===== config.mk =====
export PLATFORM = sky130hd
export DESIGN_NAME = fdt_dma_ctrl
export DESIGN_NICKNAME = d
export VERILOG_FILES = /design/src/verilog/fdt_pkg.sv /design/src/verilog/fdt_dma_ctrl.sv /design/src/verilog/fdt_level_gauge.sv
export SDC_FILE = /design/constraint.sdc
export NUM_CORES = 1
export LEC_CHECK = 0
export BUFFER_PORTS_ARGS = -buffer_cell sky130_fd_sc_hd__buf_2
export CAP_MARGIN = 40
export CORE_MARGIN = 5
export CORE_UTILIZATION = 50
export CTS_CLUSTER_SIZE = 12
export DETAILED_ROUTE_END_ITERATION = 6
export PLACE_DENSITY = 0.71
export SETUP_SLACK_MARGIN = 0.02
export SLEW_MARGIN = 20
export SYNTH_ARGS = -nofsm -noshare
export SYNTH_HDL_FRONTEND = slang
export SYNTH_HIERARCHICAL = 1
export SYNTH_SLANG_ARGS = --single-unit

===== constraint.sdc =====
create_clock -name core_clk_in -period 3.06 [get_ports core_clk_in]
set_clock_uncertainty 0.15 [all_clocks]
set_input_delay 0.153 -clock core_clk_in [delete_from_list [all_inputs] [get_ports core_clk_in]]
set_output_delay 0.153 -clock core_clk_in [all_outputs]
set_load 0.03 [all_outputs]

===== src/verilog/fdt_pkg.sv =====
// package: constants, types and helpers for the fifo dma threshold control
package fdt_pkg;

    // ----------------------------------------------------------------
    // sizes and reset values
    // ----------------------------------------------------------------
    localparam int FIFO_BYTES = 32;
    localparam int CNT_W = 6;
    localparam logic [5:0] CNT_RESET = 6'h00;
    localparam logic [5:0] FIFO_MIN_BYTES = 6'h18;

    // ----------------------------------------------------------------
    // burst style encodings
    // ----------------------------------------------------------------
    localparam logic BURST_EMPTY_FILL = 1'b0;
    localparam logic BURST_BLOCK = 1'b1;

    // ----------------------------------------------------------------
    // level code to byte counts
    // ----------------------------------------------------------------
    localparam logic [1:0] LEVEL_CODE_00 = 2'h0;
    localparam logic [1:0] LEVEL_CODE_01 = 2'h1;
    localparam logic [1:0] LEVEL_CODE_10 = 2'h2;
    localparam logic [5:0] LEVEL_BYTES_00 = 6'h04;
    localparam logic [5:0] LEVEL_BYTES_01 = 6'h08;
    localparam logic [5:0] LEVEL_BYTES_10 = 6'h10;
    localparam logic [5:0] LEVEL_BYTES_11 = 6'h18;

    // ----------------------------------------------------------------
    // unit size shifts
    // ----------------------------------------------------------------
    localparam int WORD_SHIFT = 1;
    localparam int LONG_SHIFT = 2;

    // ----------------------------------------------------------------
    // types
    // ----------------------------------------------------------------
    typedef struct packed {
        logic burst_style_select;
        logic wide_bus;
        logic [1:0] rx_fifo_level_code;
        logic [1:0] tx_fifo_level_code;
    } fdt_cfg_t;

    typedef enum logic [2:0] {
        FDT_IDLE,
        FDT_REQ,
        FDT_RX,
        FDT_TX,
        FDT_END
    } fdt_state_t;

    // ----------------------------------------------------------------
    // helpers
    // ----------------------------------------------------------------
    function automatic logic [5:0] fdt_level_bytes(input logic [1:0] level_code_bits);
        logic [5:0] b;
        case (level_code_bits)
            LEVEL_CODE_00: b = LEVEL_BYTES_00;
            LEVEL_CODE_01: b = LEVEL_BYTES_01;
            LEVEL_CODE_10: b = LEVEL_BYTES_10;
            default: b = LEVEL_BYTES_11;
        endcase
        return b;
    endfunction

    function automatic logic [5:0] fdt_to_units(input logic [5:0] bytes, input logic wide);
        return wide ? (bytes >> LONG_SHIFT) : (bytes >> WORD_SHIFT);
    endfunction

endpackage

===== src/verilog/fdt_dma_ctrl.sv =====
// module: dma burst control driven by fifo thresholds and burst style
`timescale 1ns/1ps
module fdt_dma_ctrl #(
    parameter int FIFO_BYTES = fdt_pkg::FIFO_BYTES
) (
    input wire logic core_clk_in,
    input wire logic reset_n_in,
    input wire fdt_pkg::fdt_cfg_t cfg_in,
    input wire logic [fdt_pkg::CNT_W-1:0] rx_fifo_bytes_in,
    input wire logic [fdt_pkg::CNT_W-1:0] tx_fifo_bytes_in,
    input wire logic tx_pending_in,
    input wire logic bus_grant_in,
    input wire logic mem_ack_in,
    output logic bus_req_out,
    output logic rx_beat_out,
    output logic tx_beat_out,
    output logic rx_burst_out,
    output logic tx_burst_out,
    output logic burst_done_out,
    output logic [fdt_pkg::CNT_W-1:0] burst_units_out
);
    import fdt_pkg::*;

    // ----------------------------------------------------------------
    // elaboration check
    // ----------------------------------------------------------------
    if (FIFO_BYTES < int'(FIFO_MIN_BYTES) || FIFO_BYTES > 63) begin : g_bad_depth
        $error("fifo depth must lie between 24 and 63 bytes");
    end
    if (CNT_W < 6) begin : g_bad_width
        $error("count width too narrow for the fifo depth");
    end

    // ----------------------------------------------------------------
    // helpers
    // ----------------------------------------------------------------
    function automatic logic fdt_ends(input fdt_state_t s, input logic rx_e, input logic tx_e);
        return (s == FDT_RX && rx_e) || (s == FDT_TX && tx_e);
    endfunction

    // ----------------------------------------------------------------
    // declarations
    // ----------------------------------------------------------------
    fdt_state_t state_q;
    fdt_state_t state_d;
    logic [CNT_W-1:0] rx_thr;
    logic [CNT_W-1:0] rx_fill;
    logic [CNT_W-1:0] tx_thr;
    logic [CNT_W-1:0] tx_fill;
    logic [CNT_W-1:0] tx_room;
    logic [CNT_W-1:0] count_q;
    logic [CNT_W-1:0] limit_q;
    logic block_q;
    logic dir_tx_q;
    logic done_q;
    logic rx_wants;
    logic tx_wants;
    logic limit_hit;
    logic rx_end;
    logic tx_end;
    logic beat_done;
    logic start_now;
    logic burst_end;

    // ----------------------------------------------------------------
    // threshold gauges
    // ----------------------------------------------------------------
    fdt_level_gauge #(
        .FIFO_BYTES(FIFO_BYTES)
    ) u_rx_gauge (
        .level_code_bits_in(cfg_in.rx_fifo_level_code),
        .fill_bytes_in(rx_fifo_bytes_in),
        .wide_bus_in(cfg_in.wide_bus),
        .thresh_units_out(rx_thr),
        .fill_units_out(rx_fill),
        .room_units_out()
    );

    fdt_level_gauge #(
        .FIFO_BYTES(FIFO_BYTES)
    ) u_tx_gauge (
        .level_code_bits_in(cfg_in.tx_fifo_level_code),
        .fill_bytes_in(tx_fifo_bytes_in),
        .wide_bus_in(cfg_in.wide_bus),
        .thresh_units_out(tx_thr),
        .fill_units_out(tx_fill),
        .room_units_out(tx_room)
    );

    // ----------------------------------------------------------------
    // request conditions
    // ----------------------------------------------------------------
    // receive is served ahead of transmit
    assign rx_wants = (rx_fill >= rx_thr);
    assign tx_wants = tx_pending_in && (tx_fill < tx_thr);
    assign start_now = (state_q == FDT_IDLE) && (rx_wants || tx_wants);

    // ----------------------------------------------------------------
    // burst end conditions
    // ----------------------------------------------------------------
    assign limit_hit = block_q && (count_q >= limit_q);
    assign rx_end = (rx_fill == CNT_RESET) || limit_hit;
    assign tx_end = (tx_room == CNT_RESET) || limit_hit;
    assign burst_end = fdt_ends(state_q, rx_end, tx_end);

    // ----------------------------------------------------------------
    // handshake outputs
    // ----------------------------------------------------------------
    assign bus_req_out = (state_q == FDT_REQ) || (state_q == FDT_RX) || (state_q == FDT_TX);
    assign rx_beat_out = (state_q == FDT_RX) && !rx_end;
    assign tx_beat_out = (state_q == FDT_TX) && !tx_end;
    assign rx_burst_out = (state_q == FDT_RX);
    assign tx_burst_out = (state_q == FDT_TX);
    assign beat_done = (rx_beat_out || tx_beat_out) && mem_ack_in;

    // ----------------------------------------------------------------
    // data outputs
    // ----------------------------------------------------------------
    assign burst_done_out = done_q;
    assign burst_units_out = count_q;

    // ----------------------------------------------------------------
    // next state
    // ----------------------------------------------------------------
    always_comb begin
        state_d = state_q;
        case (state_q)
            FDT_IDLE: begin
                if (start_now) begin
                    state_d = FDT_REQ;
                end
            end
            FDT_REQ: begin
                if (bus_grant_in) begin
                    state_d = dir_tx_q ? FDT_TX : FDT_RX;
                end
            end
            FDT_RX: begin
                if (rx_end) begin
                    state_d = FDT_END;
                end
            end
            FDT_TX: begin
                if (tx_end) begin
                    state_d = FDT_END;
                end
            end
            FDT_END: begin
                state_d = FDT_IDLE;
            end
            default: begin
                state_d = FDT_IDLE;
            end
        endcase
    end

    // ----------------------------------------------------------------
    // state register
    // ----------------------------------------------------------------
    always_ff @(posedge core_clk_in or negedge reset_n_in) begin
        if (!reset_n_in) begin
            state_q <= FDT_IDLE;
        end else begin
            state_q <= state_d;
        end
    end

    // ----------------------------------------------------------------
    // direction captured at request, receive first
    // ----------------------------------------------------------------
    always_ff @(posedge core_clk_in or negedge reset_n_in) begin
        if (!reset_n_in) begin
            dir_tx_q <= 1'b0;
        end else if (start_now) begin
            dir_tx_q <= !rx_wants;
        end
    end

    // ----------------------------------------------------------------
    // burst style captured at request
    // ----------------------------------------------------------------
    // held for the whole burst so a burst_style_select change mid-burst waits for the next one
    always_ff @(posedge core_clk_in or negedge reset_n_in) begin
        if (!reset_n_in) begin
            block_q <= BURST_EMPTY_FILL;
        end else if (start_now) begin
            block_q <= cfg_in.burst_style_select;
        end
    end

    // ----------------------------------------------------------------
    // block limit captured at request
    // ----------------------------------------------------------------
    always_ff @(posedge core_clk_in or negedge reset_n_in) begin
        if (!reset_n_in) begin
            limit_q <= CNT_RESET;
        end else if (start_now) begin
            limit_q <= rx_wants ? rx_thr : tx_thr;
        end
    end

    // ----------------------------------------------------------------
    // units moved in the current burst
    // ----------------------------------------------------------------
    always_ff @(posedge core_clk_in or negedge reset_n_in) begin
        if (!reset_n_in) begin
            count_q <= CNT_RESET;
        end else if (state_q == FDT_REQ) begin
            count_q <= CNT_RESET;
        end else if (beat_done) begin
            count_q <= count_q + CNT_W'(1);
        end
    end

    // ----------------------------------------------------------------
    // burst done pulse
    // ----------------------------------------------------------------
    always_ff @(posedge core_clk_in or negedge reset_n_in) begin
        if (!reset_n_in) begin
            done_q <= 1'b0;
        end else begin
            done_q <= burst_end;
        end
    end

endmodule


===== src/verilog/fdt_level_gauge.sv =====
// module: converts a level code and fifo byte fill into bus-width units
`timescale 1ns/1ps
module fdt_level_gauge #(
    parameter int FIFO_BYTES = fdt_pkg::FIFO_BYTES
) (
    input wire logic [1:0] level_code_bits_in,
    input wire logic [fdt_pkg::CNT_W-1:0] fill_bytes_in,
    input wire logic wide_bus_in,
    output logic [fdt_pkg::CNT_W-1:0] thresh_units_out,
    output logic [fdt_pkg::CNT_W-1:0] fill_units_out,
    output logic [fdt_pkg::CNT_W-1:0] room_units_out
);
    import fdt_pkg::*;

    if (FIFO_BYTES < 1 || FIFO_BYTES > 63) begin : g_bad_depth
        $error("fifo depth does not fit the byte count width");
    end

    localparam logic [CNT_W-1:0] DEPTH_BYTES = CNT_W'(FIFO_BYTES);

    logic [CNT_W-1:0] room_bytes;

    // ----------------------------------------------------------------
    // unit conversion
    // ----------------------------------------------------------------
    assign room_bytes = (fill_bytes_in >= DEPTH_BYTES) ? CNT_RESET : DEPTH_BYTES - fill_bytes_in;
    assign thresh_units_out = fdt_to_units(fdt_level_bytes(level_code_bits_in), wide_bus_in);
    assign fill_units_out = fdt_to_units(fill_bytes_in, wide_bus_in);
    assign room_units_out = fdt_to_units(room_bytes, wide_bus_in);

endmodule


==> results of run 1 <==
==> per-stage QoR <==
step / instances / total power, mW / setup WS, ns / area [um^2] / utilization
final: 298 / 1.273 / 0.4017 / 2091 / 0.5754
after CTS: 298 / 1.283 / 0.4019 / 2091 / 0.5754
after global placement: 292 / 1.061 / 0.3942 / 2016 / 0.5548
after floorplan: 226 / 0.9024 / 0.2498 / 1886 / -
after detailed placement: 292 / 1.078 / 0.3732 / 2016 / 0.5548
after global routing: 298 / 1.381 / 0.2890 / 2091 / 0.5754
==> worst max-delay path: stages (launching register included) <==
cell      delay (ns)
dfrtp_1         0.41
ha_1            0.32
a211o_1         0.28
o221a_1         0.24
o31a_1          0.24
a211oi_1        0.34
buf_2           0.27
==> final timing paths <==
path / end / slack [ns] / cells past startpoint
setup / recovery: tx_beat_out / 0.40 / 6
hold reg to reg: block_q / 0.36 / 1
setup reg to reg: burst_units_out[5] / 0.65 / 6
hold / removal: state_q[1] / 0.13 / 4
min in group asynchronous: burst_units_out[4] / 0.20 / 2
max in group asynchronous: state_q[2] / 2.28 / 2
==> sequential cells by signal, summed over array words and instances, names as in the netlist <==
register / flops
burst_units_out: 6
limit_q: 6
state_q: 3
block_q: 1
burst_done_out: 1
dir_tx_q: 1
==> report_power, final <==
part | switching, mW | internal [mW] | total, mW
registers | 0.0791 | 0.325 | 0.404
logic | 0.405 | 0.271 | 0.676
clock network | 0.0781 | 0.114 | 0.192
total | 0.563 | 0.710 | 1.27
==> final cells by class <==
| class | count | area, um^2 |
|---|---|---|
| multi-input combinational | 167 | 1231 |
| clock buffer | 4 | 55.05 |
| sequential | 18 | 450.4 |
| tap | 48 | 60.06 |
| timing repair buffer | 38 | 207.7 |
| fill | 355 | 1543 |
| inverter | 23 | 86.33 |
==> routing by layer <==
metal / vias up / share of wire / global-route usage
li1: 839 / - / -
met5: - / 0 / 0
met4: 0 / 0.010 / 0.05010
met3: 6 / 0.054 / 0.01847
met2: 33 / 0.47 / 0.2441
met1: 727 / 0.47 / 0.1984
==> results_dict.tcl, run 1 <==
set metrics [dict create \
    start_util 0.5138 \
    syn2layout_area_growth_pct 12.00 \
    die_w_um 71.11 \
    tns_ns 0 \
    n_antenna_cell 0 \
    crit_arrival_ns 2.36 \
    grt.total_usage 0.1477 \
    cts_sinks 18 \
    leakage_nw 1.051 \
    maxSlewViolCount 0 \
    routabilityCongestion 0.7675 \
    io_pins 35 \
    grt_pass1_vias 1427 \
    routed_wl_um 3685 \
    cts.path.max_buffers 2 \
    syn-mean-instance-area_um2 8.447 \
    finalSetupViolations 0 \
    cts_root_buffer "clkbuf_8" \
    dr.pass1.iters 4 \
    grt-ovfl-total 0 \
    powerDensity_mw_per_mm2 608.9 \
    grt_pass1_wl_um 6189 \
    ant_nets 0 \
    hold_violations 0 \
    hp-start "bus_grant_in" \
    status "complete, no violations" \
    final_common_cell "buf_2" \
    r2r_start "burst_units_out[5]" \
    port_buffers 33 \
    post-route-drc-count 0 \
    syn_inst 221 \
    synth_area_mm2 0.001867 \
    routedWlPerCell_um 12.37 \
    grt_max_degree 32 \
    hpwl_um 2984 \
    cts_tree "built" \
    hp-class "primary input to register" \
    most-common-layout-cells "buf_2 (33), inv_1 (23), ha_1 (19)" \
    crit_type "register to output port" \
    fin_nets 293 \
    period_needed_ns 2.658 \
    ctsResizeCount 0 \
    yosys_warnings 6 \
    num_vias 1605 \
    post_cts_buffers 0 \
    cap_violations 0 \
    vdd_ir_drop_max_uv 217.8 \
    period_share 0.8687 \
    cp_data_required_time_ns 2.76 \
    dieArea_mm2 0.005056 \
    htree_num_levels 1 \
    end_kind "output port" \
    numCtsBuffers 3 \
    cts_hold_buf 2 \
    final_layout_size_suffix_gt1_frac 0.2200 \
    core_area_mm2 0.003633 \
    critPathLaunchType "register" \
    clk_latency_ns 0.25 \
    startpoint "burst_units_out[5]" \
    hold_ws_ns 0.1272 \
    antenna_found_initial 0 \
    max_freq_mhz 376.2 \
    rsz0062_at_grt "no" \
    die_y_um 71.11 \
    critical_path.max_fanout 11 \
    vias_per_cell 5.386 \
    clk_pin_slew_ns 0.07 \
    drtIter0Drc 100 \
    rows 22 \
]
Power figures use the tool's default switching activity.
==> run 2, diff against run 1 <==
MAX_ROUTING_LAYER = met4   (was default)
==> results_dict.tcl, run 2 (synthesis results as in run 1) <==
set metrics [dict create \
    num_vias 1603 \
    grt_pass1_vias 1423 \
    maxSlewViolCount 0 \
    rsz0062_at_grt "no" \
    hp-class "primary input to register" \
    end_kind "output port" \
    fin_nets 293 \
    cts.path.max_buffers 2 \
    vias_per_cell 5.379 \
    numCtsBuffers 3 \
    critical_path.max_fanout 11 \
    reg2reg_depth 6 \
    cap_violations 0 \
    routed_wl_um 3685 \
    period_needed_ns 2.658 \
    final_common_cell "buf_2" \
    crit_arrival_ns 2.36 \
    core_area_mm2 0.003633 \
    crit_path_end "tx_beat_out" \
    dr.pass1.iters 4 \
    port_buffers 33 \
    clk_latency_ns 0.25 \
    leakage_nw 1.051 \
    dieArea_mm2 0.005056 \
    post_cts_buffers 0 \
    stdcell_area_mm2 0.002091 \
    fillCellCount 355 \
    grt.total_usage 0.1521 \
    antenna_found_initial 0 \
    period_share 0.8688 \
    routabilityCongestion 0.7777 \
    post-route-drc-count 0 \
    critPathLaunchType "register" \
    most-common-layout-cells "buf_2 (33), inv_1 (23), ha_1 (19)" \
    ant_nets 0 \
    grt-ovfl-total 0 \
    tns_ns 0 \
    n_antenna_cell 0 \
    syn2layout_area_growth_pct 12.00 \
    total_power_mw 1.273 \
    cts_root_buffer "clkbuf_8" \
    grt_pass1_wl_um 6196 \
    status "complete, no violations" \
    htree_num_levels 1 \
    final_layout_size_suffix_gt1_frac 0.2200 \
    vdd_ir_drop_max_uv 217.8 \
    max_freq_mhz 376.2 \
    grt_max_degree 32 \
    start_util 0.5138 \
    die_w_um 71.11 \
    clk_pin_slew_ns 0.07 \
    hpwl_um 2984 \
    rows 22 \
    die_y_um 71.11 \
    place_area_mm2 0.002016 \
    regToRegSetupSlack_ns 0.65 \
    r2r_start "burst_units_out[5]" \
    drtIter0Drc 100 \
    routedWlPerCell_um 12.37 \
    cts_sinks 18 \
    hold_ws_ns 0.1271 \
    hold_violations 0 \
    r2r_end "burst_units_out[5]" \
    io_pins 35 \
    finalSetupViolations 0 \
    cts_tree "built" \
    crit_type "register to output port" \
    cp_data_required_time_ns 2.76 \
    powerDensity_mw_per_mm2 608.9 \
    startpoint "burst_units_out[5]" \
]
## run 2: cell counts in the layout (fill, tap and decap cells not counted)
Identical to the previous run, type by type.
## run 2: layout make-up
| type | count | area [um^2] | share of cell area |
|---|---|---|---|
| Timing Repair Buffer | 38 | 207.7 | 0.09934 |
| Inverter | 23 | 86.33 | 0.04129 |
| Sequential cell | 18 | 450.4 | 0.2154 |
| Clock buffer | 4 | 55.05 | 0.02633 |
| Tap cell | 48 | 60.06 | 0.02873 |
| Multi-Input combinational cell | 167 | 1231 | 0.5889 |
## run 2: timing repair
item	in CTS	in global routing
hold buffers	2	0
hold endpoints to repair	19	0
resized for setup	0	0
## run 2: power breakdown
part | switching (mW) | internal [mW]
clock network | 0.0782 | 0.114
registers | 0.0791 | 0.325
logic | 0.405 | 0.271
total | 0.563 | 0.710
## run 2: critical path: stages, from the launching register on
cell	delay, ns
dfrtp_1	0.41
ha_1	0.32
a211o_1	0.28
o221a_1	0.24
o31a_1	0.24
a211oi_1	0.34
buf_2	0.27
## run 2: per-layer routing
layer,routed length (um),vias to the layer above,part of all wire,track usage
li1,-,839,-,-
met1,1725,727,0.47,0.1984
met2,1717,33,0.47,0.2441
met3,198,4,0.054,0.01847
met4,44,0,0.012,0.05010
met5,0,-,0,-
## run 2: how the worst min path moves through the flow
stage	from	endpoint	slack, ns	depth (start not counted)
final	bus_grant_in	state_q[1]	0.13	4
after global routing	bus_grant_in	state_q[1]	0.14	4
after CTS	bus_grant_in	state_q[1]	0.12	4
after detailed placement	reset_n_in	burst_units_out[4]	-0.05	1
after global placement	reset_n_in	block_q	-0.05	1
after floorplan	reset_n_in	block_q	-0.29	0
## run 2: through the flow
stage	utilization	worst slack, ns	std cells
6_report	0.5754	0.4016	298
5_1_grt	0.5754	0.2890	298
4_1_cts	0.5754	0.4019	298
3_5_place_dp	0.5548	0.3732	292
3_3_place_gp	0.5548	0.3942	292
2_1_floorplan	-	0.2498	226
